<file path="config.mk">
export PLATFORM = sky130hd
export DESIGN_NAME = ssc_regs
export DESIGN_NICKNAME = d
export VERILOG_FILES = /design/src/core/ssc_pkg.sv /design/src/core/ssc_regs.sv
export SDC_FILE = /design/constraint.sdc
export NUM_CORES = 1
export LEC_CHECK = 0
export BUFFER_PORTS_ARGS = -buffer_cell sky130_fd_sc_hd__buf_2
export CAP_MARGIN = 10
export CORE_MARGIN = 2
export CORE_UTILIZATION = 47
export CTS_BUF_LIST = sky130_fd_sc_hd__clkbuf_2 sky130_fd_sc_hd__clkbuf_4 sky130_fd_sc_hd__clkbuf_8
export CTS_CLUSTER_SIZE = 12
export DETAILED_ROUTE_END_ITERATION = 6
export PLACE_DENSITY = 0.69
export SYNTH_ARGS = -nofsm -noshare
export SYNTH_HDL_FRONTEND = slang
export SYNTH_SLANG_ARGS = --single-unit
</file>
<file path="constraint.sdc">
create_clock -name i_clk_sys -period 2.6 [get_ports i_clk_sys]
set_input_delay 0.78 -clock i_clk_sys [delete_from_list [all_inputs] [get_ports i_clk_sys]]
set_output_delay 0.78 -clock i_clk_sys [all_outputs]
set_load 0.02 [all_outputs]
</file>
<file path="src/core/ssc_pkg.sv">
// constants for the system support control register bank
// What this block does
// RULE_01 - per-quarter parity generate/check, odd selectable
// RULE_02 - strobes and address may float when enabled
// RULE_03 - extension bit widens I/O ready generation
// RULE_04 - spare I/O bit makes spare spaces legal
// RULE_05 - bit reports error correction in use
// RULE_06 - two enables for unimplemented memory blocks
// RULE_07 - flag PIO commands beyond first-unused limits
// RULE_08 - long I/O ready, 1-15 ms, low ranges
// RULE_09 - long memory ready, 1-15 ms, lowest quarter
// RULE_10 - status shows three built-in test passes
// RULE_11 - watchdog terminal count sets status flag
// RULE_12 - bus time-out terminal count sets flag
// RULE_13 - status flag mirrors last interrupt command
// RULE_14 - memory wait register, four counts, resets FFFF
// RULE_15 - I/O wait register, four section counts
// RULE_16 - software programs clock MHz field
// RULE_17 - time-out limit 128 or 64 cycles
// RULE_18 - watchdog ticks at 1 kHz or 1 MHz
// RULE_19 - software loads 16-bit watchdog count
// RULE_20 - two low/high boundary pairs bound blocks
// RULE_21 - command limits held in bits 6-15; the code keeps them in bits 0-9
// RULE_22 - capture low address of first failure
// RULE_23 - watchdog counts down from set-up count
// RULE_24 - time-out counts cycles of outstanding access
package ssc_pkg;
  // byte offsets on the register bus
  localparam logic [5:0] OFS_CONTROL = 6'h00;
  localparam logic [5:0] OFS_STATUS = 6'h04;
  localparam logic [5:0] OFS_MEM_WAIT = 6'h08;
  localparam logic [5:0] OFS_IO_WAIT = 6'h0C;
  localparam logic [5:0] OFS_TIMING = 6'h10;
  localparam logic [5:0] OFS_WATCHDOG = 6'h14;
  localparam logic [5:0] OFS_UNIMPL = 6'h18;
  localparam logic [5:0] OFS_OUT_CMD = 6'h1C;
  localparam logic [5:0] OFS_IN_CMD = 6'h20;
  localparam logic [5:0] OFS_FIRST_FAIL = 6'h24;
  // control bits (register bit 15 is the leftmost field)
  localparam int CTL_PARITY_EN_Q1 = 15;
  localparam int CTL_ODD = 11;
  localparam int CTL_STROBE_FLOAT_EN = 10;
  localparam int CTL_ADDRESS_FLOAT_EN = 9;
  localparam int CTL_READY_FULL_SPACE_EN = 8;
  localparam int CTL_SPARE_IO_LEGAL = 7;
  localparam int CTL_EDAC_IN_USE = 6;
  localparam int CTL_UNIMPL_BLOCK_A_EN = 5;
  localparam int CTL_UNIMPL_BLOCK_B_EN = 4;
  localparam int CTL_ILLEGAL_IO_DETECT_EN = 3;
  localparam int CTL_LONG_IO_READY_EN = 2;
  localparam int CTL_LONG_MEM_READY_EN = 1;
  // status bits
  localparam int STS_CPU_PASS = 15;
  localparam int STS_COMPANION_TEST_PASS = 14;
  localparam int STS_SUPPORT_CTRL_TEST_PASS = 13;
  localparam int STS_WATCHDOG_EXPIRED = 8;
  localparam int STS_BUS_TIMEOUT_EXPIRED = 7;
  localparam int STS_LAST_INTERRUPT_CMD_FLAG = 0;
  // timing program fields
  localparam int TIM_CLOCK_MHZ_LSB = 10;
  localparam int TIM_BUS_TIMEOUT_EN = 9;
  localparam int TIM_BUS_TIMEOUT_LIMIT_SEL = 8;
  localparam int TIM_WATCHDOG_EN = 7;
  localparam int TIM_WATCHDOG_SLOW_SEL = 6;
  // reset values
  localparam logic [15:0] RST_CONTROL = 16'h0000;
  localparam logic [15:0] RST_MEM_WAIT = 16'hFFFF;
  localparam logic [15:0] RST_IO_WAIT = 16'h0000;
  localparam logic [15:0] RST_TIMING = 16'h0000;
  localparam logic [15:0] RST_WATCHDOG = 16'h0000;
  localparam logic [15:0] RST_UNIMPL = 16'h0000;
  localparam logic [9:0] RST_CMD_LIMIT = 10'h3FF;
  // timing counts
  localparam logic [7:0] BUS_TMO_SHORT = 8'h40;
  localparam logic [7:0] BUS_TMO_LONG = 8'h80;
  localparam logic [9:0] US_PER_MS = 10'h3E8;
  // spare I/O space: upper nibble of the command address
  localparam logic [3:0] SPARE_IO_NIBBLE = 4'h7;
  // bus cycle states
  typedef enum logic [1:0] {
    SSC_IDLE = 2'b00,
    SSC_WAIT = 2'b01,
    SSC_LONG = 2'b10,
    SSC_EXT = 2'b11
  } ssc_state_t;
endpackage : ssc_pkg

</file>
<file path="src/core/ssc_regs.sv">
// system support control register bank with bus cycle timing
`timescale 1ns/1ps
module ssc_regs
  import ssc_pkg::*;
(
  // clock and reset
  input wire logic i_clk_sys,
  input wire logic i_rst_n,
  // avalon-mm register slave
  input wire logic [5:0] i_avs_address,
  input wire logic i_avs_read,
  input wire logic i_avs_write,
  input wire logic [31:0] i_avs_writedata,
  input wire logic [3:0] i_avs_byteenable,
  output logic [31:0] o_avs_readdata,
  output logic o_avs_waitrequest,
  // processor bus cycle request
  input wire logic i_cyc_start,
  input wire logic i_cyc_mem,
  input wire logic i_cyc_rd,
  input wire logic [15:0] i_cyc_addr,
  input wire logic [15:0] i_cyc_wdata,
  input wire logic [15:0] i_mem_rdata,
  input wire logic i_mem_rpar,
  input wire logic i_ext_ready,
  output logic o_ready,
  output logic o_cyc_idle,
  // generated strobes and address
  output logic o_io_read_strobe,
  output logic o_io_write_strobe,
  output logic o_mem_read_strobe,
  output logic o_mem_write_strobe,
  output logic o_strobe_oe,
  output logic [15:0] o_addr,
  output logic o_addr_oe,
  output logic o_mem_wpar,
  // faults and side signals
  output logic o_parity_err,
  output logic o_unimpl_mem,
  output logic o_illegal_io,
  output logic o_bus_timeout,
  output logic o_edac_in_use,
  // built-in test and interrupt command reports
  input wire logic i_bist_done,
  input wire logic i_cpu_test_pass,
  input wire logic i_companion_test_pass,
  input wire logic i_support_ctrl_test_pass,
  input wire logic i_int_cmd_valid,
  input wire logic i_int_cmd_flag
);

  // address falls inside a 4k-granular block
  function automatic logic in_block(input logic [3:0] a, input logic [3:0] lo,
                                    input logic [3:0] hi);
    in_block = (a >= lo) && (a <= hi);
  endfunction : in_block

  logic [15:0] control_reg, mem_wait_reg, io_wait_reg, timing_reg, watchdog_reg;
  logic [15:0] unimpl_reg, first_fail_reg;
  logic [9:0] out_cmd_reg, in_cmd_reg;
  logic [2:0] test_pass_reg;
  logic watchdog_expired_reg, bus_timeout_expired_reg, int_flag_reg;
  logic ack_reg, fail_locked_reg;
  logic [31:0] rdata_reg;
  logic wr_go, rd_go;

  // answer one cycle after the request; the hold keeps the master stable
  assign o_avs_waitrequest = (i_avs_read | i_avs_write) & ~ack_reg;
  assign wr_go = i_avs_write & ack_reg;
  assign rd_go = i_avs_read & ack_reg;
  assign o_avs_readdata = rdata_reg;

  // acknowledge toggles so back-to-back requests each get a wait cycle
  always_ff @(posedge i_clk_sys or negedge i_rst_n) begin
    if (!i_rst_n) begin
      ack_reg <= 1'b0;
    end else begin
      ack_reg <= (i_avs_read | i_avs_write) & ~ack_reg;
    end
  end

  // merge low two byte lanes into a 16-bit register
  function automatic logic [15:0] merge16(input logic [15:0] old,
                                          input logic [31:0] wd, input logic [3:0] be);
    merge16 = {be[1] ? wd[15:8] : old[15:8], be[0] ? wd[7:0] : old[7:0]};
  endfunction : merge16

  // same merge for the ten-bit command limits
  function automatic logic [9:0] merge10(input logic [9:0] old,
                                         input logic [31:0] wd, input logic [3:0] be);
    merge10 = {be[1] ? wd[9:8] : old[9:8], be[0] ? wd[7:0] : old[7:0]};
  endfunction : merge10

  // software-written registers
  always_ff @(posedge i_clk_sys or negedge i_rst_n) begin
    if (!i_rst_n) begin
      control_reg <= RST_CONTROL;
      // RULE_14 all-ones reset
      mem_wait_reg <= RST_MEM_WAIT;
      io_wait_reg <= RST_IO_WAIT;
      timing_reg <= RST_TIMING;
      watchdog_reg <= RST_WATCHDOG;
      unimpl_reg <= RST_UNIMPL;
      out_cmd_reg <= RST_CMD_LIMIT;
      in_cmd_reg <= RST_CMD_LIMIT;
    end else if (wr_go) begin
      case (i_avs_address)
        OFS_CONTROL: control_reg <= merge16(control_reg, i_avs_writedata, i_avs_byteenable)
                                    & 16'hFFFE;
        OFS_MEM_WAIT: mem_wait_reg <= merge16(mem_wait_reg, i_avs_writedata, i_avs_byteenable);
        OFS_IO_WAIT: io_wait_reg <= merge16(io_wait_reg, i_avs_writedata, i_avs_byteenable);
        OFS_TIMING: timing_reg <= merge16(timing_reg, i_avs_writedata, i_avs_byteenable)
                                  & 16'hFFC0;
        OFS_WATCHDOG: watchdog_reg <= merge16(watchdog_reg, i_avs_writedata, i_avs_byteenable);
        OFS_UNIMPL: unimpl_reg <= merge16(unimpl_reg, i_avs_writedata, i_avs_byteenable);
        // RULE_21 limits in low ten bits
        OFS_OUT_CMD: out_cmd_reg <= merge10(out_cmd_reg, i_avs_writedata, i_avs_byteenable);
        OFS_IN_CMD: in_cmd_reg <= merge10(in_cmd_reg, i_avs_writedata, i_avs_byteenable);
        default: ;
      endcase
    end
  end

  // read mux, loaded in the wait cycle
  always_ff @(posedge i_clk_sys or negedge i_rst_n) begin
    if (!i_rst_n) begin
      rdata_reg <= 32'h0000_0000;
    end else if (i_avs_read & ~ack_reg) begin
      case (i_avs_address)
        OFS_CONTROL: rdata_reg <= {16'h0000, control_reg};
        // RULE_10 test passes in status
        OFS_STATUS: rdata_reg <= {16'h0000, test_pass_reg, 4'h0,
                                  watchdog_expired_reg, bus_timeout_expired_reg, 6'h00,
                                  int_flag_reg};
        OFS_MEM_WAIT: rdata_reg <= {16'h0000, mem_wait_reg};
        OFS_IO_WAIT: rdata_reg <= {16'h0000, io_wait_reg};
        OFS_TIMING: rdata_reg <= {16'h0000, timing_reg};
        OFS_WATCHDOG: rdata_reg <= {16'h0000, watchdog_reg};
        OFS_UNIMPL: rdata_reg <= {16'h0000, unimpl_reg};
        OFS_OUT_CMD: rdata_reg <= {22'h000000, out_cmd_reg};
        OFS_IN_CMD: rdata_reg <= {22'h000000, in_cmd_reg};
        OFS_FIRST_FAIL: rdata_reg <= {16'h0000, first_fail_reg};
        default: rdata_reg <= 32'h0000_0000;
      endcase
    end
  end

  // control fields
  logic odd_sel, strobe_float_en, address_float_en, ready_full_space_en;
  logic spare_io_legal, unimpl_block_a_en, unimpl_block_b_en;
  logic illegal_io_detect_en, long_io_ready_en, long_mem_ready_en;
  logic [5:0] clock_mhz_field;
  logic bus_timeout_en, bus_timeout_limit_sel, watchdog_en, watchdog_slow_sel;
  assign odd_sel = control_reg[CTL_ODD];
  assign strobe_float_en = control_reg[CTL_STROBE_FLOAT_EN];
  assign address_float_en = control_reg[CTL_ADDRESS_FLOAT_EN];
  assign ready_full_space_en = control_reg[CTL_READY_FULL_SPACE_EN];
  assign spare_io_legal = control_reg[CTL_SPARE_IO_LEGAL];
  assign unimpl_block_a_en = control_reg[CTL_UNIMPL_BLOCK_A_EN];
  assign unimpl_block_b_en = control_reg[CTL_UNIMPL_BLOCK_B_EN];
  assign illegal_io_detect_en = control_reg[CTL_ILLEGAL_IO_DETECT_EN];
  assign long_io_ready_en = control_reg[CTL_LONG_IO_READY_EN];
  assign long_mem_ready_en = control_reg[CTL_LONG_MEM_READY_EN];
  // RULE_05 configuration bit out
  assign o_edac_in_use = control_reg[CTL_EDAC_IN_USE];
  // RULE_16 clock field used as microsecond divider
  assign clock_mhz_field = timing_reg[TIM_CLOCK_MHZ_LSB +: 6];
  assign bus_timeout_en = timing_reg[TIM_BUS_TIMEOUT_EN];
  assign bus_timeout_limit_sel = timing_reg[TIM_BUS_TIMEOUT_LIMIT_SEL];
  assign watchdog_en = timing_reg[TIM_WATCHDOG_EN];
  assign watchdog_slow_sel = timing_reg[TIM_WATCHDOG_SLOW_SEL];

  // microsecond and millisecond ticks; a zero field divides by one
  logic [5:0] us_div_reg;
  logic [9:0] ms_div_reg;
  logic us_tick, ms_tick;
  assign us_tick = (us_div_reg == 6'h00);
  assign ms_tick = us_tick && (ms_div_reg == 10'h000);
  always_ff @(posedge i_clk_sys or negedge i_rst_n) begin
    if (!i_rst_n) begin
      us_div_reg <= 6'h00;
      ms_div_reg <= 10'h000;
    end else begin
      us_div_reg <= us_tick ? (clock_mhz_field - 6'h01) & {6{|clock_mhz_field}}
                            : us_div_reg - 6'h01;
      if (us_tick) begin
        ms_div_reg <= (ms_div_reg == 10'h000) ? US_PER_MS - 10'h001 : ms_div_reg - 10'h001;
      end
    end
  end

  // decode of the pending cycle
  ssc_state_t state_reg;
  logic [15:0] cyc_addr_reg, cyc_wdata_reg;
  logic cyc_mem_reg, cyc_rd_reg;
  logic [1:0] quarter;
  logic [3:0] wait_sel;
  logic go_long, io_generated, unimpl_hit, illegal_hit, par_en;
  assign quarter = i_cyc_addr[15:14];
  // RULE_15 RULE_14 per-quarter wait counts
  assign wait_sel = i_cyc_mem ? mem_wait_reg[15 - 4 * quarter -: 4]
                              : io_wait_reg[15 - 4 * quarter -: 4];
  // RULE_08 RULE_09 long ready ranges
  assign go_long = i_cyc_mem ? (long_mem_ready_en && quarter == 2'b00)
                             : (long_io_ready_en && i_cyc_addr[14:8] == 7'h00);
  // RULE_03 limited range unless extended
  assign io_generated = ready_full_space_en || (i_cyc_addr[14:12] == 3'b000);
  // RULE_06 RULE_20 enabled blocks with bounds
  assign unimpl_hit = i_cyc_mem && (
      (unimpl_block_a_en && in_block(i_cyc_addr[15:12], unimpl_reg[15:12], unimpl_reg[11:8]))
   || (unimpl_block_b_en && in_block(i_cyc_addr[15:12], unimpl_reg[7:4], unimpl_reg[3:0])));
  // RULE_07 RULE_04 command limits and spare space
  assign illegal_hit = !i_cyc_mem && illegal_io_detect_en && (
      (i_cyc_addr[9:0] >= (i_cyc_rd ? in_cmd_reg : out_cmd_reg))
   || (!spare_io_legal && i_cyc_addr[15:12] == SPARE_IO_NIBBLE));
  // RULE_01 quarter enable for the latched address
  assign par_en = cyc_mem_reg && control_reg[CTL_PARITY_EN_Q1 - {30'd0, cyc_addr_reg[15:14]}];

  // bus cycle sequencer
  logic [7:0] tmo_cnt_reg;
  logic [3:0] wait_cnt_reg;
  logic [3:0] ms_left_reg;
  logic tmo_hit, done_now;
  // RULE_17 RULE_24 limit on an outstanding cycle
  assign tmo_hit = bus_timeout_en && state_reg != SSC_IDLE
                && tmo_cnt_reg == (bus_timeout_limit_sel ? BUS_TMO_LONG : BUS_TMO_SHORT) - 8'h01;
  assign done_now = !tmo_hit && (
      (state_reg == SSC_WAIT && wait_cnt_reg == 4'h0)
   || (state_reg == SSC_LONG && ms_tick && ms_left_reg == 4'h1)
   || (state_reg == SSC_EXT && i_ext_ready));
  always_ff @(posedge i_clk_sys or negedge i_rst_n) begin
    if (!i_rst_n) begin
      state_reg <= SSC_IDLE;
      wait_cnt_reg <= 4'h0;
      ms_left_reg <= 4'h0;
      tmo_cnt_reg <= 8'h00;
      cyc_addr_reg <= 16'h0000;
      cyc_wdata_reg <= 16'h0000;
      cyc_mem_reg <= 1'b0;
      cyc_rd_reg <= 1'b0;
    end else begin
      tmo_cnt_reg <= (state_reg == SSC_IDLE) ? 8'h00 : tmo_cnt_reg + 8'h01;
      case (state_reg)
        SSC_IDLE: begin
          if (i_cyc_start) begin
            cyc_addr_reg <= i_cyc_addr;
            cyc_wdata_reg <= i_cyc_wdata;
            cyc_mem_reg <= i_cyc_mem;
            cyc_rd_reg <= i_cyc_rd;
            wait_cnt_reg <= wait_sel;
            ms_left_reg <= (wait_sel == 4'h0) ? 4'h1 : wait_sel;
            if (go_long) begin
              state_reg <= SSC_LONG;
            end else if (i_cyc_mem || io_generated) begin
              state_reg <= SSC_WAIT;
            end else begin
              state_reg <= SSC_EXT;
            end
          end
        end
        SSC_WAIT: begin
          wait_cnt_reg <= wait_cnt_reg - 4'h1;
          if (tmo_hit || done_now) state_reg <= SSC_IDLE;
        end
        SSC_LONG: begin
          if (ms_tick) ms_left_reg <= ms_left_reg - 4'h1;
          if (tmo_hit || done_now) state_reg <= SSC_IDLE;
        end
        SSC_EXT: begin
          if (tmo_hit || done_now) state_reg <= SSC_IDLE;
        end
        default: state_reg <= SSC_IDLE;
      endcase
    end
  end

  // cycle outputs; unimplemented and illegal faults are reported with the cycle start
  always_ff @(posedge i_clk_sys or negedge i_rst_n) begin
    if (!i_rst_n) begin
      o_ready <= 1'b0;
      o_bus_timeout <= 1'b0;
      o_parity_err <= 1'b0;
      o_unimpl_mem <= 1'b0;
      o_illegal_io <= 1'b0;
    end else begin
      o_ready <= done_now;
      o_bus_timeout <= tmo_hit;
      o_unimpl_mem <= state_reg == SSC_IDLE && i_cyc_start && unimpl_hit;
      o_illegal_io <= state_reg == SSC_IDLE && i_cyc_start && illegal_hit;
      // RULE_01 check read parity at completion
      o_parity_err <= done_now && par_en && cyc_rd_reg
                   && ((^i_mem_rdata ^ i_mem_rpar) != odd_sel);
    end
  end

  // strobes and address; floating hands the pins to another master
  assign o_cyc_idle = (state_reg == SSC_IDLE);
  assign o_io_read_strobe = !o_cyc_idle && !cyc_mem_reg && cyc_rd_reg;
  assign o_io_write_strobe = !o_cyc_idle && !cyc_mem_reg && !cyc_rd_reg;
  assign o_mem_read_strobe = !o_cyc_idle && cyc_mem_reg && cyc_rd_reg;
  assign o_mem_write_strobe = !o_cyc_idle && cyc_mem_reg && !cyc_rd_reg;
  assign o_addr = cyc_addr_reg;
  // RULE_02 float controls
  assign o_strobe_oe = !strobe_float_en;
  assign o_addr_oe = !address_float_en;
  // RULE_01 generated parity, odd makes the count of ones odd
  assign o_mem_wpar = par_en && !cyc_rd_reg && ((^cyc_wdata_reg) ^ odd_sel);

  // first failure capture, re-armed by reading the capture register
  logic any_fail;
  assign any_fail = o_parity_err | o_unimpl_mem | o_illegal_io | o_bus_timeout;
  always_ff @(posedge i_clk_sys or negedge i_rst_n) begin
    if (!i_rst_n) begin
      first_fail_reg <= 16'h0000;
      fail_locked_reg <= 1'b0;
    end else if (any_fail && !fail_locked_reg) begin
      // RULE_22 low address of first failure
      first_fail_reg <= cyc_addr_reg;
      fail_locked_reg <= 1'b1;
    end else if (rd_go && i_avs_address == OFS_FIRST_FAIL) begin
      fail_locked_reg <= 1'b0;
    end
  end

  // watchdog down-counter, reloaded by writing its register
  logic [15:0] wd_cnt_reg;
  logic wd_tick;
  // RULE_18 tick select
  assign wd_tick = watchdog_slow_sel ? ms_tick : us_tick;
  always_ff @(posedge i_clk_sys or negedge i_rst_n) begin
    if (!i_rst_n) begin
      wd_cnt_reg <= 16'h0000;
    end else if (wr_go && i_avs_address == OFS_WATCHDOG) begin
      // RULE_19 software set-up count
      wd_cnt_reg <= merge16(watchdog_reg, i_avs_writedata, i_avs_byteenable);
    end else if (watchdog_en && wd_tick && wd_cnt_reg != 16'h0000) begin
      // RULE_23 count toward terminal count
      wd_cnt_reg <= wd_cnt_reg - 16'h0001;
    end
  end

  // sticky expiry flags, cleared by reading status, a new event wins; interrupt flag and test passes are not cleared
  logic st_clr;
  assign st_clr = rd_go && i_avs_address == OFS_STATUS;
  always_ff @(posedge i_clk_sys or negedge i_rst_n) begin
    if (!i_rst_n) begin
      watchdog_expired_reg <= 1'b0;
      bus_timeout_expired_reg <= 1'b0;
      int_flag_reg <= 1'b0;
      test_pass_reg <= 3'b000;
    end else begin
      // RULE_11 watchdog terminal count
      if (watchdog_en && wd_tick && wd_cnt_reg == 16'h0001) begin
        watchdog_expired_reg <= 1'b1;
      end else if (st_clr) begin
        watchdog_expired_reg <= 1'b0;
      end
      // RULE_12 time-out terminal count
      if (tmo_hit) begin
        bus_timeout_expired_reg <= 1'b1;
      end else if (st_clr) begin
        bus_timeout_expired_reg <= 1'b0;
      end
      // RULE_13 last interrupt command
      if (i_int_cmd_valid) int_flag_reg <= i_int_cmd_flag;
      // RULE_10 latch test results
      if (i_bist_done) begin
        test_pass_reg <= {i_cpu_test_pass, i_companion_test_pass, i_support_ctrl_test_pass};
      end
    end
  end
endmodule : ssc_regs

</file>
# [Yosys cells after proc, flatten, opt, wreduce, memory -nomap -nowiden]
# Cells that the tools add are included.
[word_totals] register_bits=254
[classes] bitwise=12 shifts=2 n_reduce_logical=96 mux=31 n_addsub=10 eq_ne=20 order_cmp=6
[op_table] operator="$pmux 16 s10" n=1
[op_table] operator="$shiftx 19x33->4" n=2
[op_table] operator="$reduce_and 3->1" n=15
[op_table] operator="$logic_and 1x1->1" n=40
[op_table] operator="$lt 32x5->1 const B" n=1
[op_table] operator="$mux 16" n=2
[op_table] operator="$mux 8" n=4
[op_table] operator="$reduce_xor 16->1" n=2
[op_table] operator="$eq 6x5->1 const B" n=4
[op_table] operator="$mux 10" n=2
[op_table] operator="$mux 4" n=5
[op_table] operator="$eq 16x1->1 const B" n=1
[op_table] operator="$pmux 4 s2" n=2
[op_table] operator="$reduce_bool 16->1" n=1
[op_table] operator="$sub 16x1->16 const B" n=1
[op_table] operator="$reduce_bool 2->1" n=7
[op_table] operator="$eq 6x4->1 const B" n=2
[op_table] operator="$eq 6x6->1 const B" n=2
[op_table] operator="$logic_not 6->1" n=2
[op_table] operator="$sub 6x1->6 const B" n=2
[op_table] operator="$ge 10x10->1" n=1
[op_table] operator="$logic_not 10->1" n=1
[op_table] operator="$sub 10x1->10 const B" n=1
[op_table] operator="$logic_not 1->1" n=9
[op_table] operator="other kinds (34)" n=67

# [Depth between registers and ports, before layout]
# Gate-level depths: netlist of the first run.
[depth] ltp_word=10 depth_mapped=9

# [Worst setup path after synthesis of the first run]
# Ideal clock, no wire load.
[synth_path] path_kind="input port to flip-flop" start="input i_cyc_rd" end="register o_illegal_io" arrival_ns=2.363 slack_ns=0.113 path_buffers=1 t_required_ns=2.476 path_stages=8 setup_ns=0.124 cell_sequence="clkbuf_1 mux2i_1 ha_1 a211oi_1 o21ai_0 o211ai_1 a21oi_1 o31a_1"
[synth_via] elab_chain_len=5
[synth_rtl] item="start: declaration" line="ssc_regs.sv:20" text="input wire logic i_cyc_rd,"
[synth_rtl] item="$mux 10" line="ssc_regs.sv:214" text="(i_cyc_addr[9:0] >= (i_cyc_rd ? in_cmd_reg : out_cmd_reg))"
[synth_rtl] item="$ge 10x10->1" line="ssc_regs.sv:214"
[synth_rtl] item="$logic_or 1x1->1" line="ssc_regs.sv:215" text="|| (!spare_io_legal && i_cyc_addr[15:12] == SPARE_IO_NIBBLE));"
[synth_rtl] item="$logic_and 1x1->1" line="ssc_regs.sv:213" text="assign illegal_hit = !i_cyc_mem && illegal_io_detect_en && ("
[synth_rtl] item="$logic_and 1x1->1" line="ssc_regs.sv:289" text="o_illegal_io <= state_reg == SSC_IDLE && i_cyc_start && illegal_hit;"
[synth_rtl] item="end signal: assignment" line="ssc_regs.sv:289"
[synth_rtl] item="end: declaration" line="ssc_regs.sv:40" text="output logic o_illegal_io,"
# Every way passes these cells.
# A chain may end at the register's enable or synchronous reset.

# [Worst setup path after layout of the first run]
[layout_path] start="register cyc_wdata_reg[11]" end="output o_mem_wpar"
[layout_via] elab_chain_len=3
[layout_rtl] item="start: declaration" line="ssc_regs.sv:194" text="logic [15:0] cyc_addr_reg, cyc_wdata_reg;"
[layout_rtl] item="start signal: assignment" line="ssc_regs.sv:247" text="cyc_wdata_reg <= i_cyc_wdata;"
[layout_rtl] item="$reduce_xor 16->1" line="ssc_regs.sv:307" text="assign o_mem_wpar = par_en && !cyc_rd_reg && ((^cyc_wdata_reg) ^ odd_sel);"
[layout_rtl] item="$xor 1x1->1" line="ssc_regs.sv:307"
[layout_rtl] item="$logic_and 1x1->1" line="ssc_regs.sv:307"
[layout_rtl] item="end: declaration" line="ssc_regs.sv:36" text="output logic o_mem_wpar,"
# Every way passes these cells.

==> results of run 1 <==
[cell type report]
| cell class | instances | area [µm²] |
|---|---|---|
| multi-input cells | 782 | 5960 |
| clock buffers | 70 | 870 |
| flip-flops and latches | 238 | 6000 |
| diodes | 2 | 5.00 |
| well taps | 335 | 419 |
| repair buffers | 180 | 1180 |
| clock inverters | 5 | 50.0 |
| inverters | 32 | 120 |
| fillers | 2216 | 11300 |
[per-stage QoR]
| step | setup WS, ps | cell area, µm² |
|---|---|---|
| floorplan | 113 | 12400 |
| global placement | 30.9 | 13700 |
| detailed placement | -14.2 | 13700 |
| CTS | -271 | 14600 |
| global route | -359 | 14600 |
| finish | -250 | 14600 |
[cell families after synthesis]
group           Yosys count  share of synthesized area [%]
buf+inv                  92                           3.87
simple gates            309                           12.9
fa+ha+maj                39                           3.95
xor+xnor                 67                           4.75
mux                     160                           15.2
compound gates          191                           10.8
flops                   238                           48.5
other cells               1                         0.0303
[cell usage in the layout (no fill, tap or decap), drive strengths merged, types with 10 or more instances in the layout]
cell type    n
nor3        17
conb        16
nand2      138
inv         32
a211oi      16
o21ai       23
xnor2       37
mux2i       19
nor2b       21
xor2        30
mux2       134
buf        180
ha          39
nand3       25
a41oi       10
a21oi       33
a21o        16
nor2        45
a22oi       50
clkbuf      70
dfrtp      202
dfstp       36
[worst max-delay path, delay by kind of cell (launching register included)]
| kind | cells | cell delay, ps |
|---|---|---|
| DFF | 1 | 400 |
| and+or+nand+nor | 1 | 130 |
| xor gates and xnor gates | 5 | 810 |
| buffers and inverters | 1 | 170 |
[power by group through the flow]
| stage | registers, W | logic, W | clock network, W |
|---|---|---|---|
| 4_1_cts | 0.00490 | 0.00293 | 0.00381 |
| 3_5_place_dp | 0.00495 | 0.00291 | 0 |
| 2_1_floorplan | 0.00495 | 0.00193 | 0 |
| 5_1_grt | 0.00499 | 0.00326 | 0.00398 |
| 3_3_place_gp | 0.00493 | 0.00283 | 0 |
| 6_report | 0.00491 | 0.00292 | 0.00374 |
[per-layer routing]
metal  vias to the layer above  track usage, %  share of wire, %  routed length [µm]
li1                       4300               -                 -                   -
met1                      4736            32.9                44               14600
met2                       334            39.5                48               16200
met3                        64            3.62               5.8                1950
met4                         0            7.95               2.4                 804
met5                         -               0                 0                   0
[what timing repair did]
action / in CTS / in global routing
hold buffers: 0 / 0
endpoints found under the hold margin: 0 / 0
resized for setup: 3 / 1
pin swaps: 3 / 0
setup endpoints to repair: 3 / 1
[how the worst min path moves through the flow]
| stage | start | end | slack (ps) | cells after the start |
|---|---|---|---|---|
| 6_report | i_rst_n | o_addr[2] | 170 | 1 |
| 5_1_grt | i_rst_n | o_addr[2] | 190 | 1 |
| 4_1_cts | i_rst_n | o_avs_readdata[5] | 180 | 1 |
| 3_5_place_dp | o_avs_readdata[4] | o_avs_readdata[4] | 470 | 1 |
| 3_3_place_gp | o_avs_readdata[2] | o_avs_readdata[2] | 460 | 1 |
| 2_1_floorplan | watchdog_expired_reg | watchdog_expired_reg | 440 | 2 |
==> out/qor.yml, run 1 <==
worst_setup_hold_path_clk_slew_ps: 60
rsz0062_at_grt: "yes"
gp_congestion: 0.884
swShare_pct: 32.1
synth.top_cells.by_count: "dfrtp_1 (202), mux2_2 (134), nand2_1 (129)"
critPathLaunch: "cyc_wdata_reg[11]"
grt_usage_pct: 24.0
ys.flop_type: "dfrtp_1"
startpoint_type: "flop"
grt_first_pass_wirelength_mm: 52.9
intPower_w: 0.00786
postCtsSetupBuffers: 0
netlist.area_leader.share_pct: 40.9
ios: 168
finalPower_w: 0.0116
clkLatencyLatePin_ps: 550
crit_top_cell: "xnor2_1"
finalCriticalPeriod_ps: 2850
fin_hold_ws_ps: 170
final_core_util_pct: 56.4
grt_pass1_vias: 9517
routed_wl_mm: 33.5
drc: 0
synth_cells: 1097
dp_cells: 1567
reg2regPathDepth: 8
final_nets: 1420
slowest_stage: "dfrtp_1"
p_switching_w: 0.00371
relSlewSlack_pct: 41.8
drt-pass1-iter-count: 5
fmax_mhz: 351
reg2reg_slack_ps: 320
critPathCaptureType: "output port"
syn-cell-area_mm2: 0.0124
die_w_um: 166
drtIter0Drc: 832
h-tree-depth: 2
setup_viol: 1
vias: 9434
cts_tree: "built"
synth_warnings: 0
finalSetupTns_ps: -250
row_count: 59
power_frac_comb_pct: 25.2
area_growth_pct: 18.1
status: "complete, but fails checks"
layout_setup_ws_ps: -250
cts_buffer_depth: 3
synth_edf_count: 0
skew_ps: 28.1
crit_arrival_ps: 2070
hold_path.class: "input port to asynchronous set/reset pin"
antenna_found_initial: 2
finalCritPeriodShare_pct: 110
p_leak_nw: 6.88
powerDensity_mw_per_mm2: 792
required_ps: 1820
worst_slew_pin_slew_ps: 869
core_mm2: 0.0259
post-synth-top-area-cell: "dfrtp_1"
yosys-top-cells-area: "dfrtp_1 (41%), mux2_2 (12%), dfstp_2 (7.6%), ha_1 (3.9%), nand2_1 (3.9%)"
violations: "negative setup slack"
initial_core_util_pct: 47.7
synthArstFlopShare_pct: 100
ys_seq_area_share_pct: 48.5
critPathCapture: "o_mem_wpar"
final_cell_count_no_fill: 1644
power.share.clock_pct: 32.4
hpwl_mm: 24.6
grt_max_degree: 61
reg2reg_from: "ms_div_reg[0]"
cts_root_buffer: "clkbuf_8"
wire_per_inst_um: 20.4
slowest_delay_ps: 400
avgSynthCellArea_um2: 11.3
ant_nets: 0
path_class: "flop to output port"
seqPwrFrac_pct: 42.4
overflow: 0
portBuffers: 133
drive_gt1_share_pct: 35.0
clock-sinks: 238
yosysUniqueCellTypes: 72
ys_seq_elements: 238
cts_made_buffers: 42
crit_chain: "xnor2_2 > xnor2_1 > xnor2_1 > xnor2_1 > xnor2_1 > nor3_1 > buf_4"
synth_most_common_cell: "dfrtp_1"
die-area_mm2: 0.0276
hold_viol: 0
drv_slew: 0
crit_fanout: 2
die_y_um: 166
r2r_end: "o_parity_err"
drv_cap: 0
irDropWorstVdd_uv: 572
vias_per_cell: 5.74
Note: power is estimated with default switching activity, not from simulation.
==> run 2: changes to the inputs <==
- RECOVER_POWER: not set -> 25
==> run 2 against run 1 <==
Net effect:
- non-clock buffer count did not move
- maximum frequency fell by 0.22%
- the flow finishes with violations (max-capacitance violations, max-slew violations, negative setup slack)
- first-iteration DRC count fell by 0.48%
- register-to-register slack barely moved
- clock power barely moved
- sequential share of layout area rose by 0.11 points
- count of clock-buffer cells in the layout did not move
- wire length rose by 0.15%
- critical endpoint unchanged
==> out/qor.yml, run 2 (synthesized netlist as in run 1, its figures left out) <==
status: "complete, but fails checks"
violations: "max-capacitance violations, max-slew violations, negative setup slack"
fill_cells: 2221
power_frac_comb_pct: 25.2
power.share.clock_pct: 32.4
grt_usage_pct: 24.0
pre_cts_ws_ps: -14.2
startpoint_type: "flop"
crit_top_cell: "xnor2_1"
drv_cap: 1
critPathCaptureType: "output port"
finalPower_w: 0.0116
grt_pass1_vias: 9517
swShare_pct: 32.1
slowest_stage: "dfrtp_1"
crit_chain: "xnor2_2 > xnor2_1 > xnor2_1 > xnor2_1 > xnor2_1 > nor3_1 > buf_4"
gp_congestion: 0.884
dp_cells: 1567
cts_root_buffer: "clkbuf_8"
wire_per_inst_um: 20.4
h-tree-depth: 2
final_nets: 1420
overflow: 0
multiInputGateArea_mm2: 0.00596
p_switching_w: 0.00371
portBuffers: 133
routed_wl_mm: 33.5
layout_setup_ws_ps: -256
crit_fanout: 2
irDropWorstVdd_uv: 571
worst_slew_pin_slew_ps: 1550
r2r_end: "o_parity_err"
drv_slew: 60
vias: 9383
grt_first_pass_wirelength_mm: 52.9
cts_buffer_depth: 3
min_to: "cyc_wdata_reg[5]"
powerDensity_mw_per_mm2: 794
skew_ps: 27.7
die_w_um: 166
reg2reg_from: "ms_div_reg[0]"
final_common_cell: "dfrtp_1"
seqPwrFrac_pct: 42.4
relSlewSlack_pct: -3.47
core_mm2: 0.0259
ios: 168
crit_arrival_ps: 2080
finalCriticalPeriod_ps: 2860
clock-sinks: 238
min_from: "i_cyc_wdata[5]"
final_cell_mix: "dfrtp_1 (202), mux2_2 (134), buf_2 (132), nand2_1 (129), clkbuf_8 (55)"
area_growth_pct: 17.8
path_class: "flop to output port"
p_leak_nw: 6.87
worst_setup_hold_path_clk_slew_ps: 60
cts_made_buffers: 42
drtIter0Drc: 828
hold_viol: 0
drive_gt1_share_pct: 35.0
drt-pass1-iter-count: 5
regArea_mm2: 0.00600
required_ps: 1820
die-area_mm2: 0.0276
die_y_um: 166
reg2regPathDepth: 8
intPower_w: 0.00785
vias_per_cell: 5.71
setup_viol: 1
initial_core_util_pct: 47.7
slowest_delay_ps: 400
clkLatencyLatePin_ps: 550
antenna_found_initial: 2
rsz0062_at_grt: "yes"
drc: 0
final_cell_count_no_fill: 1644
grt_max_degree: 61
finalCritPeriodShare_pct: 110
hpwl_mm: 24.6
fmax_mhz: 350
row_count: 59
whs_path_depth: 3
reg2reg_slack_ps: 310
ant_nets: 0
hold_path.class: "input port to flop"
cts_tree: "built"
[run 2: cell count changes in the layout (fill, tap and decap cells not counted)]
cell      change
buf_8         -1
clkbuf_4      +1
buf_12        -2
buf_2         +1
clkbuf_2      +1
[run 2: power groups by stage]
stage	Sequential, W	Clock [W]	Combinational, W
after global placement	0.00493	0	0.00283
after floorplan	0.00495	0	0.00193
after global routing	0.00499	0.00398	0.00325
after CTS	0.00490	0.00381	0.00293
after detailed placement	0.00495	0	0.00291
final	0.00491	0.00375	0.00291
[run 2: how the worst max path moves through the flow]
stage                                  from        endpoint
after CTS                  cyc_wdata_reg[6]      o_mem_wpar
final                     cyc_wdata_reg[11]      o_mem_wpar
after global placement            i_cyc_mem  ms_left_reg[0]
after global routing      cyc_wdata_reg[11]      o_mem_wpar
after floorplan                    i_cyc_rd    o_illegal_io
after detailed placement          i_cyc_mem  ms_left_reg[0]
[run 2: worst max-delay path: cells and delay by family (launching register included)]
family	cells	cell delay, ps
XOR/XNOR	5	820
AND/OR/NAND/NOR	1	130
flip-flops	1	400
buffers and inverters	1	170
[run 2: layout make-up]
| cell class | instances | area share (%) |
|---|---|---|
| clock buffer | 70 | 5.97 |
| timing repair buffer | 180 | 7.85 |
| multi-input combinational | 782 | 40.9 |
| antenna | 2 | 0.0344 |
| clock inverter | 5 | 0.344 |
| sequential | 238 | 41.2 |
| inverter | 32 | 0.824 |
| tap | 335 | 2.88 |
[run 2: what timing repair did]
item / CTS / global route
setup endpoints to repair: 3 / 1
hold buffers: 0 / 0
setup buffers: 0 / 0
pin swaps: 3 / 0
resized for setup: 3 / 1
[run 2: through the flow]
step / TNS, ps / hold WS [ps] / area [µm²] / util, %
finish: -256 / 421 / 14600 / 56.2
global route: -1720 / 429 / 14600 / 56.2
CTS: -271 / 177 / 14600 / 56.3
detailed placement: -14.2 / 467 / 13700 / 52.7
global placement: 0 / 459 / 13700 / 52.7
floorplan: 0 / 439 / 12400 / -
[run 2: per-layer routing]
| layer | routed length [µm] | track usage [%] |
|---|---|---|
| met5 | 0 | 0 |
| met4 | 810 | 7.95 |
| met3 | 1950 | 3.62 |
| met2 | 16100 | 39.5 |
| met1 | 14600 | 32.9 |
==> run 3: changes to the inputs <==
- BUFFER_PORTS_ARGS: -buffer_cell sky130_fd_sc_hd__buf_2 -> not set
- CORE_MARGIN: 2 -> 1
- DONT_BUFFER_PORTS: not set -> 1
- PLACE_DENSITY: 0.69 -> 0.64
==> run 3 against run 2 <==
Net effect:
- via count down 7.5%
- wire length shrank 3.0%
- clock power about the same
- die area fell by 2.4%
- non-clock buffer count decreased by 146
- clock skew fell by 7.4 ps
- critical path depth unchanged
- setup slack improved by 47 ps
- worst hold slack worse by 490 ps
- sequential share of layout area is 2.5 points higher
- the run ends with negative hold slack, negative setup slack left
==> out/qor.yml, run 3 (synthesized netlist as in run 1, its figures left out) <==
core_mm2: 0.0259
power_frac_comb_pct: 20.7
met2_usage_pct: 39.8
finalPower_w: 0.0111
startpoint_type: "flop"
cts_root_buffer: "clkbuf_8"
pre_cts_ws_ps: 90.4
cts_buffer_depth: 3
grt_max_degree: 239
hpwl_mm: 22.9
slowest_stage: "dfrtp_1"
met1_usage_pct: 33.9
drtIter0Drc: 759
placed_area_mm2: 0.0128
grt_use_met3_pct: 4.95
ant_nets: 0
final_common_cell: "dfrtp_1"
p_switching_w: 0.00350
violations: "negative hold slack, negative setup slack"
grt_usage_pct: 25.0
skew_ps: 20.3
cts_made_buffers: 42
power.share.clock_pct: 33.7
clock-sinks: 238
overflow: 0
final_cell_mix: "dfrtp_1 (202), mux2_2 (134), nand2_1 (128), clkbuf_8 (52), a22oi_1 (50)"
worst_setup_hold_path_clk_slew_ps: 60
area_growth_pct: 11.1
diodes: 0
multiInputGateArea_mm2: 0.00596
routed_wl_mm: 32.5
initial_core_util_pct: 47.7
clkLatencyLatePin_ps: 560
row_count: 59
h-tree-depth: 2
swShare_pct: 31.4
fill_cells: 2278
die-area_mm2: 0.0270
slowest_delay_ps: 390
crit_arrival_ps: 2030
required_ps: 1820
finalCriticalPeriod_ps: 2810
fin_hold_ws_ps: -68.4
seqPwrFrac_pct: 45.6
reg2reg_slack_ps: 420
ios: 168
crit_fanout: 2
final_core_util_pct: 53.0
reg2reg_from: "ms_div_reg[0]"
regArea_mm2: 0.00600
finalCritPeriodShare_pct: 108
p_leak_nw: 6.21
antenna_found_initial: 0
vias: 8677
rsz0062_at_grt: "yes"
irDropWorstVdd_uv: 731
relSlewSlack_pct: 64.7
intPower_w: 0.00764
drv_cap: 0
wire_per_inst_um: 21.7
gp_congestion: 0.852
drive_gt1_share_pct: 27.0
layout_setup_ws_ps: -209
worst_slew_pin_slew_ps: 524
status: "complete, but fails checks"
hold_path.class: "input port to asynchronous set/reset pin"
r2r_end: "ms_left_reg[2]"
reg2regPathDepth: 8
drv_slew: 0
fin_area_mm2: 0.0137
setup_viol: 1
path_class: "flop to output port"
portBuffers: 0
grt_first_pass_wirelength_mm: 50.5
crit_top_cell: "xnor2_1"
fmax_mhz: 356
crit_chain: "xor2_1 > xnor2_1 > xnor2_1 > xnor2_1 > xnor2_1 > nor3_1 > buf_4"
powerDensity_mw_per_mm2: 811
grt_pass1_vias: 8712
cts_tree: "built"
grt_busiest_layer: "met2"
die_y_um: 164
drc: 0
die_w_um: 164
vias_per_cell: 5.79
critPathCaptureType: "output port"
drt-pass1-iter-count: 7
final_nets: 1274
hold_viol: 109
-- run 3: cell type report --
type / instances / area share (%)
flip-flops and latches: 238 / 43.7
well taps: 335 / 3.05
repair buffers: 34 / 2.34
clock inverters: 7 / 0.501
clock buffers: 70 / 6.19
inverters: 32 / 0.874
multi-input cells: 782 / 43.4
-- run 3: timing repair --
action                     in CTS  in global routing
pin swaps                       4                  1
setup endpoints to repair       2                  5
hold endpoints to repair      202                202
setup buffers                   0                  0
gates resized for setup         2                  1
-- run 3: power by group through the flow --
stage	sequential, W	combinational [W]	clock [W]
5_1_grt	0.00517	0.00259	0.00401
3_5_place_dp	0.00513	0.00231	0
4_1_cts	0.00508	0.00233	0.00383
6_report	0.00508	0.00231	0.00375
2_1_floorplan	0.00495	0.00193	0
3_3_place_gp	0.00512	0.00225	0
-- run 3: worst max path at each step --
stage	start	endpoint	slack (ps)
final	cyc_wdata_reg[14]	o_mem_wpar	-210
after global routing	cyc_wdata_reg[8]	o_mem_wpar	-400
after CTS	cyc_wdata_reg[14]	o_mem_wpar	-260
after detailed placement	i_avs_address[1]	wd_cnt_reg[9]	90
after global placement	i_avs_address[1]	wd_cnt_reg[9]	120
after floorplan	i_cyc_rd	o_illegal_io	110
-- run 3: per-layer routing --
layer / vias to the layer above / wire length (µm)
met4: 0 / 865
met1: 4316 / 14400
met5: - / 0
li1: 4016 / -
met3: 61 / 1930
met2: 284 / 15300
-- run 3: metrics by stage --
step / TNS (ps) / std cells
floorplan: 0 / 1112
global placement: 0 / 1421
detailed placement: 0 / 1421
CTS: -256 / 1498
global route: -397 / 1498
finish: -209 / 1498
-- run 3: worst max-delay path, delay by kind of cell (launching register included) --
kind | cells | cell delay [ps]
xor+xnor | 5 | 780
buf+inv | 1 | 170
flops | 1 | 390
simple gates | 1 | 130
